### config.mk
export PLATFORM = sky130hd
export DESIGN_NAME = mscm_manual_switch
export DESIGN_NICKNAME = d
export VERILOG_FILES = /design/src/mscm_pkg.sv /design/src/mscm_reg_if.sv /design/src/mscm_manual_switch.sv /design/src/mscm_regs.sv
export SDC_FILE = /design/constraint.sdc
export NUM_CORES = 1
export LEC_CHECK = 0
export ABC_CLOCK_PERIOD_IN_PS = 2000
export BUFFER_PORTS_ARGS = -buffer_cell sky130_fd_sc_hd__clkbuf_2
export CAP_MARGIN = 20
export CORE_MARGIN = 1.5
export CORE_UTILIZATION = 54
export DETAILED_ROUTE_END_ITERATION = 7
export PLACE_DENSITY = 0.77
export SLEW_MARGIN = 5
export SYNTH_ARGS = -nofsm -noshare
export SYNTH_HDL_FRONTEND = slang
export SYNTH_SLANG_ARGS = --single-unit
### constraint.sdc
create_clock -name clk_sys -period 2 [get_ports clk_sys]
set_input_delay 0 -clock clk_sys [delete_from_list [all_inputs] [get_ports clk_sys]]
set_output_delay 0 -clock clk_sys [all_outputs]
set_load 0.02 [all_outputs]
### src/mscm_pkg.sv
package mscm_pkg;

  // register byte addresses on the serial port
  localparam logic [7:0] ADDR_KIT_STATUS = 8'h10;
  localparam logic [7:0] ADDR_KIT_MASK   = 8'h12;
  localparam logic [7:0] ADDR_LINE       = 8'h13;
  localparam logic [7:0] ADDR_AUX        = 8'h14;

  // car-kit event bit positions (status and mask alike)
  localparam int KIT_DIGITAL_STEREO_BIT = 2;
  localparam int KIT_STEREO_BIT         = 1;
  localparam int KIT_MONO_BIT           = 0;
  localparam int KIT_WIDTH              = 3;

  // line routing field positions
  localparam int DM_MSB   = 7;
  localparam int DM_LSB   = 5;
  localparam int DP_MSB   = 4;
  localparam int DP_LSB   = 2;
  localparam int VBUS_MSB = 1;
  localparam int VBUS_LSB = 0;

  // aux routing field positions
  localparam int BOOT_BIT = 3;
  localparam int PULL_BIT = 2;
  localparam int ID_MSB   = 1;
  localparam int ID_LSB   = 0;
  localparam int AUX_WIDTH = 4;

  // reset values, and the read value of unmapped addresses
  localparam logic [7:0] KIT_STATUS_RST = 8'h00;
  localparam logic [7:0] KIT_MASK_RST   = 8'h00;
  localparam logic [7:0] LINE_RST       = 8'h00;
  localparam logic [7:0] AUX_RST        = 8'h00;
  localparam logic [7:0] READ_NONE      = 8'h00;

  // routing codes of the 3-bit data-line fields
  localparam logic [2:0] ROUTE3_OPEN  = 3'h0;
  localparam logic [2:0] ROUTE3_USB   = 3'h1;
  localparam logic [2:0] ROUTE3_AUDIO = 3'h2;
  localparam logic [2:0] ROUTE3_UART  = 3'h3;
  localparam logic [2:0] ROUTE3_BIAS  = 3'h4;

  // routing codes of the 2-bit fields
  localparam logic [1:0] ROUTE2_OPEN   = 2'h0;
  localparam logic [1:0] ROUTE2_FIRST  = 2'h1;
  localparam logic [1:0] ROUTE2_SECOND = 2'h2;

  // serial port
  localparam logic [6:0] DEV_ADDR_DEFAULT = 7'h25; // arbitrary value
  localparam logic [2:0] BIT_LAST         = 3'h7;

endpackage

### src/mscm_reg_if.sv
`timescale 1ns/1ps
`default_nettype none
interface mscm_reg_if;
  logic [7:0] addr;
  logic [7:0] wdata;
  logic [7:0] rdata;
  logic       wr;
  logic       rd;

  modport master (output addr, output wdata, output wr, output rd, input rdata);
  modport slave  (input addr, input wdata, input wr, input rd, output rdata);
endinterface
`default_nettype wire

### src/mscm_manual_switch.sv
`timescale 1ns/1ps
`default_nettype none
module mscm_manual_switch #(
  parameter logic [6:0] DEV_ADDR = mscm_pkg::DEV_ADDR_DEFAULT
) (
  input  wire logic clk_sys,
  input  wire logic rst_n,
  input  wire logic scl_in,
  input  wire logic sda_in,
  output logic      sda_out,
  output logic      sda_oe,
  input  wire logic kit_mono_event,
  input  wire logic kit_stereo_event,
  input  wire logic kit_digital_stereo_event,
  output logic      kit_event_irq,
  output logic      dm_usb,
  output logic      dm_audio,
  output logic      dm_uart_tx,
  output logic      dm_audio_bias,
  output logic      dp_usb,
  output logic      dp_audio,
  output logic      dp_uart_rx,
  output logic      dp_audio_bias,
  output logic      vbus_charger,
  output logic      vbus_microphone_path,
  output logic      id_video,
  output logic      id_bypass,
  output logic      boot_level_output,
  output logic      factory_power_up_pull_out,
  output logic      factory_power_up_pull_oe
);

  typedef enum logic [2:0] {
    MSCM_IDLE, MSCM_ADDR, MSCM_PTR, MSCM_WR, MSCM_ACK_OUT, MSCM_RD, MSCM_ACK_IN
  } mscm_state_t;

  mscm_reg_if bus ();

  logic [mscm_pkg::KIT_WIDTH-1:0] kit_status_reg;
  logic [mscm_pkg::KIT_WIDTH-1:0] kit_mask_reg;
  logic [7:0]                     line_reg;
  logic [mscm_pkg::AUX_WIDTH-1:0] aux_reg;

  logic        scl_meta_reg;
  logic        scl_sync_reg;
  logic        scl_prev_reg;
  logic        sda_meta_reg;
  logic        sda_sync_reg;
  logic        sda_prev_reg;
  logic        scl_rise;
  logic        scl_fall;
  logic        start_seen;
  logic        stop_seen;
  mscm_state_t state_reg;
  mscm_state_t after_ack_reg;
  logic [2:0]  bit_reg;
  logic [7:0]  shift_reg;
  logic [7:0]  ptr_reg;
  logic        ack_due_reg;
  logic        host_ack_reg;
  logic        drive_low_reg;
  logic [7:0]  byte_in;
  logic        wr_pulse;
  logic        rd_pulse;

  // 3-bit data-line decode, unlisted codes give all open
  function automatic logic [3:0] mscm_dec3(input logic [2:0] code);
    logic [3:0] sel;
    sel = 4'h0;
    case (code)
      mscm_pkg::ROUTE3_USB:   sel = 4'h1;
      mscm_pkg::ROUTE3_AUDIO: sel = 4'h2;
      mscm_pkg::ROUTE3_UART:  sel = 4'h4;
      mscm_pkg::ROUTE3_BIAS:  sel = 4'h8;
      default:                sel = 4'h0;
    endcase
    return sel;
  endfunction

  // 2-bit decode, code 11 gives all open
  function automatic logic [1:0] mscm_dec2(input logic [1:0] code);
    logic [1:0] sel;
    sel = 2'h0;
    case (code)
      mscm_pkg::ROUTE2_FIRST:  sel = 2'h1;
      mscm_pkg::ROUTE2_SECOND: sel = 2'h2;
      default:                 sel = 2'h0;
    endcase
    return sel;
  endfunction

  // two-stage synchronisers, then one history stage for edges
  always_ff @(posedge clk_sys or negedge rst_n) begin
    if (!rst_n) begin
      scl_meta_reg <= 1'b1;
      scl_sync_reg <= 1'b1;
      scl_prev_reg <= 1'b1;
      sda_meta_reg <= 1'b1;
      sda_sync_reg <= 1'b1;
      sda_prev_reg <= 1'b1;
    end else begin
      scl_meta_reg <= scl_in;
      scl_sync_reg <= scl_meta_reg;
      scl_prev_reg <= scl_sync_reg;
      sda_meta_reg <= sda_in;
      sda_sync_reg <= sda_meta_reg;
      sda_prev_reg <= sda_sync_reg;
    end
  end

  // bus conditions
  assign scl_rise   = scl_sync_reg && !scl_prev_reg;
  assign scl_fall   = !scl_sync_reg && scl_prev_reg;
  assign start_seen = scl_sync_reg && scl_prev_reg && sda_prev_reg && !sda_sync_reg;
  assign stop_seen  = scl_sync_reg && scl_prev_reg && !sda_prev_reg && sda_sync_reg;
  assign byte_in    = {shift_reg[6:0], sda_sync_reg};

  // register strobes: write on the last data bit, read on byte load
  assign wr_pulse = (state_reg == MSCM_WR) && scl_rise && (bit_reg == mscm_pkg::BIT_LAST);
  assign rd_pulse = scl_fall && (((state_reg == MSCM_ACK_OUT) && (after_ack_reg == MSCM_RD))
                    || ((state_reg == MSCM_ACK_IN) && host_ack_reg));

  assign bus.addr  = ptr_reg;
  assign bus.wdata = byte_in;
  assign bus.wr    = wr_pulse;
  assign bus.rd    = rd_pulse;

  // serial protocol engine
  always_ff @(posedge clk_sys or negedge rst_n) begin
    if (!rst_n) begin
      state_reg     <= MSCM_IDLE;
      after_ack_reg <= MSCM_IDLE;
      bit_reg       <= 3'h0;
      shift_reg     <= 8'h00;
      ack_due_reg   <= 1'b0;
      host_ack_reg  <= 1'b0;
      drive_low_reg <= 1'b0;
    end else if (start_seen) begin
      state_reg     <= MSCM_ADDR;
      bit_reg       <= 3'h0;
      ack_due_reg   <= 1'b0;
      drive_low_reg <= 1'b0;
    end else if (stop_seen) begin
      state_reg     <= MSCM_IDLE;
      ack_due_reg   <= 1'b0;
      drive_low_reg <= 1'b0;
    end else begin
      case (state_reg)
        MSCM_ADDR, MSCM_PTR, MSCM_WR: begin
          if (scl_rise) begin
            shift_reg <= byte_in;
            bit_reg   <= bit_reg + 3'h1;
            if (bit_reg == mscm_pkg::BIT_LAST) begin
              ack_due_reg <= 1'b1;
              if (state_reg == MSCM_ADDR) begin
                if (byte_in[7:1] != DEV_ADDR) begin
                  state_reg   <= MSCM_IDLE;
                  ack_due_reg <= 1'b0;
                end
                after_ack_reg <= byte_in[0] ? MSCM_RD : MSCM_PTR;
              end else begin
                after_ack_reg <= MSCM_WR;
              end
            end
          end else if (scl_fall && ack_due_reg) begin
            ack_due_reg   <= 1'b0;
            drive_low_reg <= 1'b1;
            state_reg     <= MSCM_ACK_OUT;
          end
        end
        MSCM_ACK_OUT: begin
          if (scl_fall) begin
            bit_reg   <= 3'h0;
            state_reg <= after_ack_reg;
            if (after_ack_reg == MSCM_RD) begin
              shift_reg     <= bus.rdata;
              drive_low_reg <= !bus.rdata[7];
            end else begin
              drive_low_reg <= 1'b0;
            end
          end
        end
        MSCM_RD: begin
          if (scl_fall) begin
            bit_reg <= bit_reg + 3'h1;
            if (bit_reg == mscm_pkg::BIT_LAST) begin
              drive_low_reg <= 1'b0;
              state_reg     <= MSCM_ACK_IN;
            end else begin
              shift_reg     <= {shift_reg[6:0], 1'b0};
              drive_low_reg <= !shift_reg[6];
            end
          end
        end
        MSCM_ACK_IN: begin
          if (scl_rise) begin
            host_ack_reg <= !sda_sync_reg;
          end else if (scl_fall) begin
            if (host_ack_reg) begin
              bit_reg       <= 3'h0;
              shift_reg     <= bus.rdata;
              drive_low_reg <= !bus.rdata[7];
              state_reg     <= MSCM_RD;
            end else begin
              state_reg <= MSCM_IDLE;
            end
          end
        end
        default: state_reg <= MSCM_IDLE;
      endcase
    end
  end

  // register pointer: set by the pointer byte, steps after each access
  always_ff @(posedge clk_sys or negedge rst_n) begin
    if (!rst_n) begin
      ptr_reg <= 8'h00;
    end else if ((state_reg == MSCM_PTR) && scl_rise && (bit_reg == mscm_pkg::BIT_LAST)) begin
      ptr_reg <= byte_in;
    end else if (wr_pulse || rd_pulse) begin
      ptr_reg <= ptr_reg + 8'h01;
    end
  end

  // open-drain data pin: only ever pulled low
  assign sda_out = 1'b0;
  assign sda_oe  = drive_low_reg;

  mscm_regs u_regs (
    .clk_sys                  (clk_sys),
    .rst_n                    (rst_n),
    .bus                      (bus.slave),
    .kit_mono_event           (kit_mono_event),
    .kit_stereo_event         (kit_stereo_event),
    .kit_digital_stereo_event (kit_digital_stereo_event),
    .kit_status_reg           (kit_status_reg),
    .kit_mask_reg             (kit_mask_reg),
    .line_reg                 (line_reg),
    .aux_reg                  (aux_reg)
  );

  // registered switch and pin controls
  always_ff @(posedge clk_sys or negedge rst_n) begin
    if (!rst_n) begin
      {dm_audio_bias, dm_uart_tx, dm_audio, dm_usb} <= 4'h0;
      {dp_audio_bias, dp_uart_rx, dp_audio, dp_usb} <= 4'h0;
      {vbus_microphone_path, vbus_charger}          <= 2'h0;
      {id_bypass, id_video}                         <= 2'h0;
      boot_level_output                             <= 1'b0;
      factory_power_up_pull_oe                      <= 1'b0;
    end else begin
      {dm_audio_bias, dm_uart_tx, dm_audio, dm_usb} <=
        mscm_dec3(line_reg[mscm_pkg::DM_MSB:mscm_pkg::DM_LSB]);
      {dp_audio_bias, dp_uart_rx, dp_audio, dp_usb} <=
        mscm_dec3(line_reg[mscm_pkg::DP_MSB:mscm_pkg::DP_LSB]);
      {vbus_microphone_path, vbus_charger} <=
        mscm_dec2(line_reg[mscm_pkg::VBUS_MSB:mscm_pkg::VBUS_LSB]);
      {id_bypass, id_video} <=
        mscm_dec2(aux_reg[mscm_pkg::ID_MSB:mscm_pkg::ID_LSB]);
      boot_level_output        <= aux_reg[mscm_pkg::BOOT_BIT];
      factory_power_up_pull_oe <= aux_reg[mscm_pkg::PULL_BIT];
    end
  end

  // factory line is open drain: low when enabled, floating otherwise
  assign factory_power_up_pull_out = 1'b0;

  // masked car-kit events onto one level
  always_ff @(posedge clk_sys or negedge rst_n) begin
    if (!rst_n) begin
      kit_event_irq <= 1'b0;
    end else begin
      kit_event_irq <=
        (kit_status_reg[mscm_pkg::KIT_DIGITAL_STEREO_BIT]
         && !kit_mask_reg[mscm_pkg::KIT_DIGITAL_STEREO_BIT])
        || (kit_status_reg[mscm_pkg::KIT_STEREO_BIT]
         && !kit_mask_reg[mscm_pkg::KIT_STEREO_BIT])
        || (kit_status_reg[mscm_pkg::KIT_MONO_BIT]
         && !kit_mask_reg[mscm_pkg::KIT_MONO_BIT]);
    end
  end

endmodule
`default_nettype wire

### src/mscm_regs.sv
`timescale 1ns/1ps
`default_nettype none
module mscm_regs (
  input  wire logic                 clk_sys,
  input  wire logic                 rst_n,
  mscm_reg_if.slave                 bus,
  input  wire logic                 kit_mono_event,
  input  wire logic                 kit_stereo_event,
  input  wire logic                 kit_digital_stereo_event,
  output logic [mscm_pkg::KIT_WIDTH-1:0] kit_status_reg,
  output logic [mscm_pkg::KIT_WIDTH-1:0] kit_mask_reg,
  output logic [7:0]                line_reg,
  output logic [mscm_pkg::AUX_WIDTH-1:0] aux_reg
);

  logic [mscm_pkg::KIT_WIDTH-1:0] kit_set;
  logic [mscm_pkg::KIT_WIDTH-1:0] kit_status_next;
  logic                           status_rd;

  // gather car-kit events into status positions
  always_comb begin
    kit_set = '0;
    kit_set[mscm_pkg::KIT_MONO_BIT]           = kit_mono_event;
    kit_set[mscm_pkg::KIT_STEREO_BIT]         = kit_stereo_event;
    kit_set[mscm_pkg::KIT_DIGITAL_STEREO_BIT] = kit_digital_stereo_event;
  end

  assign status_rd = bus.rd && (bus.addr == mscm_pkg::ADDR_KIT_STATUS);

  // read clears, a fresh event in the same cycle survives
  always_comb begin
    kit_status_next = kit_status_reg;
    if (status_rd) begin
      kit_status_next = '0;
    end
    kit_status_next = kit_status_next | kit_set;
  end

  always_ff @(posedge clk_sys or negedge rst_n) begin
    if (!rst_n) begin
      kit_status_reg <= mscm_pkg::KIT_STATUS_RST[mscm_pkg::KIT_WIDTH-1:0];
    end else begin
      kit_status_reg <= kit_status_next;
    end
  end

  // writable registers, reserved bits not stored
  always_ff @(posedge clk_sys or negedge rst_n) begin
    if (!rst_n) begin
      kit_mask_reg <= mscm_pkg::KIT_MASK_RST[mscm_pkg::KIT_WIDTH-1:0];
      line_reg     <= mscm_pkg::LINE_RST;
      aux_reg      <= mscm_pkg::AUX_RST[mscm_pkg::AUX_WIDTH-1:0];
    end else if (bus.wr) begin
      case (bus.addr)
        mscm_pkg::ADDR_KIT_MASK: kit_mask_reg <= bus.wdata[mscm_pkg::KIT_WIDTH-1:0];
        mscm_pkg::ADDR_LINE:     line_reg     <= bus.wdata;
        mscm_pkg::ADDR_AUX:      aux_reg      <= bus.wdata[mscm_pkg::AUX_WIDTH-1:0];
        default: ;
      endcase
    end
  end

  // read mux, reserved and unmapped read as zero
  always_comb begin
    case (bus.addr)
      mscm_pkg::ADDR_KIT_STATUS: bus.rdata = {5'h00, kit_status_reg};
      mscm_pkg::ADDR_KIT_MASK:   bus.rdata = {5'h00, kit_mask_reg};
      mscm_pkg::ADDR_LINE:       bus.rdata = line_reg;
      mscm_pkg::ADDR_AUX:        bus.rdata = {4'h0, aux_reg};
      default:                   bus.rdata = mscm_pkg::READ_NONE;
    endcase
  end

endmodule
`default_nettype wire

==> metrics.md <==
| Metric | Value |
|---|---|
| Number of inserted diodes | `0` |
| Die width | `around 80 µm` |
| WP data arrival | `between 2 and 2.5 ns` |
| Setup crit start kind | `register` |
| Area after detailed placement | `roughly 3600 µm²` |
| Count of mapped cells out of synthesis | `300` |
| Total grt overflow | `0` |
| Register Area | `between 1500 and 2000 µm²` |
| Status | `finished clean` |
| EDFF count, synth | `0` |
| Clk sinks | `66` |
| Num ports | `25` |
| Number of buffer and inverter instances along the worst setup path | `0` |
| Unrepaired setup endpoints after global routing | `true` |
| Total of fill cells in the finished design | `roughly 420` |
| Post-CTS clock slew at the launch and capture registers of the worst setup and hold paths | `approximately 0.07 ns` |
| Initial DRC count | `~240` |
| Post-route worst setup slack | `0.00829 ns` |
| Sequential cell fraction of total power | `49.8%` |
| Setup TNS | `0 ns` |
| Headroom to the max-slew limit | `a little under three fifths` |
| Fraction of synthesis flops using an asynchronous set or reset pin | `100%` |
| H-tree depth reported by CTS | `3` |
| Final core area utilization | `roughly two thirds` |
| Sw Pwr | `~750 µW` |
| Latest clock arrival within the worst-skew pair | `roughly 0.35 ns` |
| Total clock buffers created by CTS | `9` |
| Design internal power | `roughly 2.1 mW` |
| First-pass GRT wire length | `11700 µm` |
| Worst R2R Setup Slack | `approximately 0.0083 ns` |
| Part of the power in combinational logic | `about 11%` |
| Final hold violation count | `0` |
| Clock root buffer | `sky130_fd_sc_hd__clkbuf_8` |
| Largest net degree at the start of global routing | `40` |
| Total detailed-routing wirelength | `around 7000 µm` |
| Post-route cell area | `3870 µm²` |
| Final non-filler cell total | `430` |
| Syn Area/Cell | `about 11 µm²` |
| Count of input and output buffers | `22` |
| Peak VDD IR | `about 0.00044 V` |
| Share of the clock period used by the worst path after layout | `99.6%` |
| Post-Place Setup Slack | `-0.0789 ns` |
| Cell count of the worst reg-to-reg path | `7` |
| Sw Ratio | `roughly 26%` |
| Largest cells by area after synthesis | `sky130_fd_sc_hd__dfrtp_1, sky130_fd_sc_hd__mux2_2, sky130_fd_sc_hd__dfstp_2` |
| Placer Congestion | `between 0.8 and 0.9` |
| Number of synthesized register bits | `between 60 and 70` |
| CP Cell Sequence | `ha_2 > ha_4 > nand3b_4 > nor3b_4 > nand2_2 > or3_4 > mux2_4` |
| Critical Path Slowest Stage Cell | `sky130_fd_sc_hd__or3_4` |
| Warnings, synthesis | `0` |
| Core Region | `5640 µm²` |
| Initial antenna violation count | `0` |
| Die extent in y | `roughly 80 µm` |
| Fmax | `approximately 500 MHz` |
| CP peak stage delay | `0.39 ns` |
| Clk buf depth | `2` |
| Share of the synthesized area in the top cell type | `between 40% and 50%` |
| Synth Cell Area | `between 3000 and 4000 µm²` |
| Post-DRT Antenna Nets | `0` |
| Power Total | `2.90 mW` |
| Number of search-and-repair iterations in the first detailed-routing pass | `6` |
| Reported leakage power | `between 1.5 and 2 nW` |
| Clock Skews | `0.00935 ns` |
| Most common cell in the netlist | `sky130_fd_sc_hd__dfrtp_1` |
| Tightest hold margin | `around 0.2 ns` |
| Top cells by instance count after synthesis | `sky130_fd_sc_hd__dfrtp_1, sky130_fd_sc_hd__nand2_1, sky130_fd_sc_hd__mux2_2, sky130_fd_sc_hd__a21oi_1, sky130_fd_sc_hd__o21ai_0` |
| Portion of the post-synthesis area used by sequential elements | `approximately 52%` |
| Cell type with the highest aggregate area in the netlist | `sky130_fd_sc_hd__dfrtp_1` |
| Min-delay worst type | `in2async` |
| Slew of the pin with the lowest slew margin | `roughly 0.64 ns` |
| Total number of placement rows | `27` |
| Reg2reg start | `bit_reg[0]$_DFFE_PN0P_` |
| Clock power frac | `roughly two fifths` |
| Share of final-layout standard cells stronger than drive strength 1 | `a little under a third` |
| Via count of the first global-routing pass | `2394` |
| Detail-routed via count per cell | `around 6` |
| Required time at the endpoint of the critical path | `approximately 2.2 ns` |
| Most common flop cell mapped by yosys | `sky130_fd_sc_hd__dfrtp_1` |
| Number of vias after detailed routing | `2520` |
| Area of the multi-input gates | `approximately 1500 µm²` |
| Final HPWL from detailed placement | `between 5000 and 6000 µm` |
| Starting density of the core | `around 57%` |
| TritonCTS clock tree | `done` |
| Critical path's top delay family | `simple AND/OR/NAND/NOR gates` |
| Biggest fanout along the worst timing path | `3` |
| Layout area overhead | `20.2%` |
| Cell total after placement | `between 400 and 500` |
| Average detailed-routed wire length per instance | `between 15 and 20 µm` |
| Period minus WS final | `~2 ns` |
| Worst flop-to-flop path endpoint | `u_regs.kit_mask_reg[2]$_DFFE_PN0P_` |
| PwrDens | `749 nW/µm²` |
| Number of distinct standard cells referenced by the synthesized netlist | `48` |
| Crit end category | `register` |
| Final routed DRC violation total | `0` |
| Final layout net count | `approximately 370` |
| Setup-failing EPs final | `0` |
| Aggregate global-route resource usage | `24.6%` |
| Total die area | `~6400 µm²` |
| Critical path class | `reg2reg` |
| Pins Over Slew Limit | `0` |
| Number of max-cap violations | `0` |
[power groups by stage]
stage	Sequential [mW]	Clock (mW)	Combinational [mW]
CTS	1.44	1.14	0.306
finish	1.44	1.12	0.332
detailed placement	1.46	0	0.279
global route	1.45	1.21	0.376
global placement	1.46	0	0.269
floorplan	1.45	0	0.162
[per-layer routing]
| metal | GRT usage, % | part of all wire [%] | up-vias |
|---|---|---|---|
| met1 | 33.0 | 44 | 1233 |
| met3 | 5.45 | 6.3 | 15 |
| met5 | 0 | 0 | - |
| met2 | 37.6 | 47 | 85 |
| met4 | 11.7 | 2.2 | 0 |
| li1 | - | - | 1187 |
[worst reg2reg max path: cells and delay by family (launching register included)]
family / cells / cell delay, ns
simple gates: 4 / 0.86
flops: 1 / 0.36
mux: 1 / 0.31
fa+ha+maj: 2 / 0.35
[kinds of logic after synthesis]
group,after synthesis,synth area share (%)
and+or+nand+nor,99,17.5
AOI/OAI and AO/OA,73,14.9
DFF,66,51.6
muxes,28,9.99
buffers and inverters,27,3.73
adders and majority gates,5,1.94
other,1,0.117
xor gates and xnor gates,1,0.272
[layout by cell type, fill, tap and decap left out, types with 6 or more instances in the layout]
master	count
sky130_fd_sc_hd__dfstp_2	6
sky130_fd_sc_hd__nor2_1	12
sky130_fd_sc_hd__clkbuf_8	9
sky130_fd_sc_hd__inv_1	14
sky130_fd_sc_hd__nor3_1	10
sky130_fd_sc_hd__dlygate4sd3_1	6
sky130_fd_sc_hd__nor2b_1	11
sky130_fd_sc_hd__dfrtp_1	60
sky130_fd_sc_hd__nor3b_1	6
sky130_fd_sc_hd__nand2_1	23
sky130_fd_sc_hd__buf_4	24
sky130_fd_sc_hd__mux2_2	21
sky130_fd_sc_hd__a21oi_1	18
sky130_fd_sc_hd__a21o_1	6
sky130_fd_sc_hd__o21ai_0	16
sky130_fd_sc_hd__nand3_1	11
sky130_fd_sc_hd__clkbuf_2	21
[worst max-delay path by stage]
stage / endpoint / start / slack (ns) / depth (start not counted)
2_1_floorplan: u_regs.kit_mask_reg[0]$_DFFE_PN0P_ / bit_reg[0]$_DFFE_PN0P_ / 0.11 / 7
3_3_place_gp: u_regs.kit_mask_reg[2]$_DFFE_PN0P_ / bit_reg[0]$_DFFE_PN0P_ / 0.02 / 7
3_5_place_dp: u_regs.kit_mask_reg[2]$_DFFE_PN0P_ / bit_reg[0]$_DFFE_PN0P_ / -0.08 / 7
4_1_cts: u_regs.kit_mask_reg[2]$_DFFE_PN0P_ / bit_reg[0]$_DFFE_PN0P_ / 0.02 / 7
5_1_grt: u_regs.kit_mask_reg[2]$_DFFE_PN0P_ / bit_reg[0]$_DFFE_PN0P_ / -0.03 / 7
6_report: u_regs.kit_mask_reg[2]$_DFFE_PN0P_ / bit_reg[0]$_DFFE_PN0P_ / 0.008 / 7
[repair_timing]
item                                    4_1_cts  5_1_grt
buffers inserted                              0        2
hold buffers                                  6        0
endpoints found under the setup margin       14       14
pin swaps                                     0        1
gates resized for setup                       4        3
endpoints found under the hold margin        26        0
[layout make-up]
class | count | share of cell area [%]
sequential | 66 | 42.9
tap | 72 | 2.33
inverter | 14 | 1.36
multi-input combinational | 208 | 38.1
timing repair buffer | 54 | 10.1
clock buffer | 9 | 3.20
clock inverter | 7 | 2.01
Power figures use the tool's default switching activity.
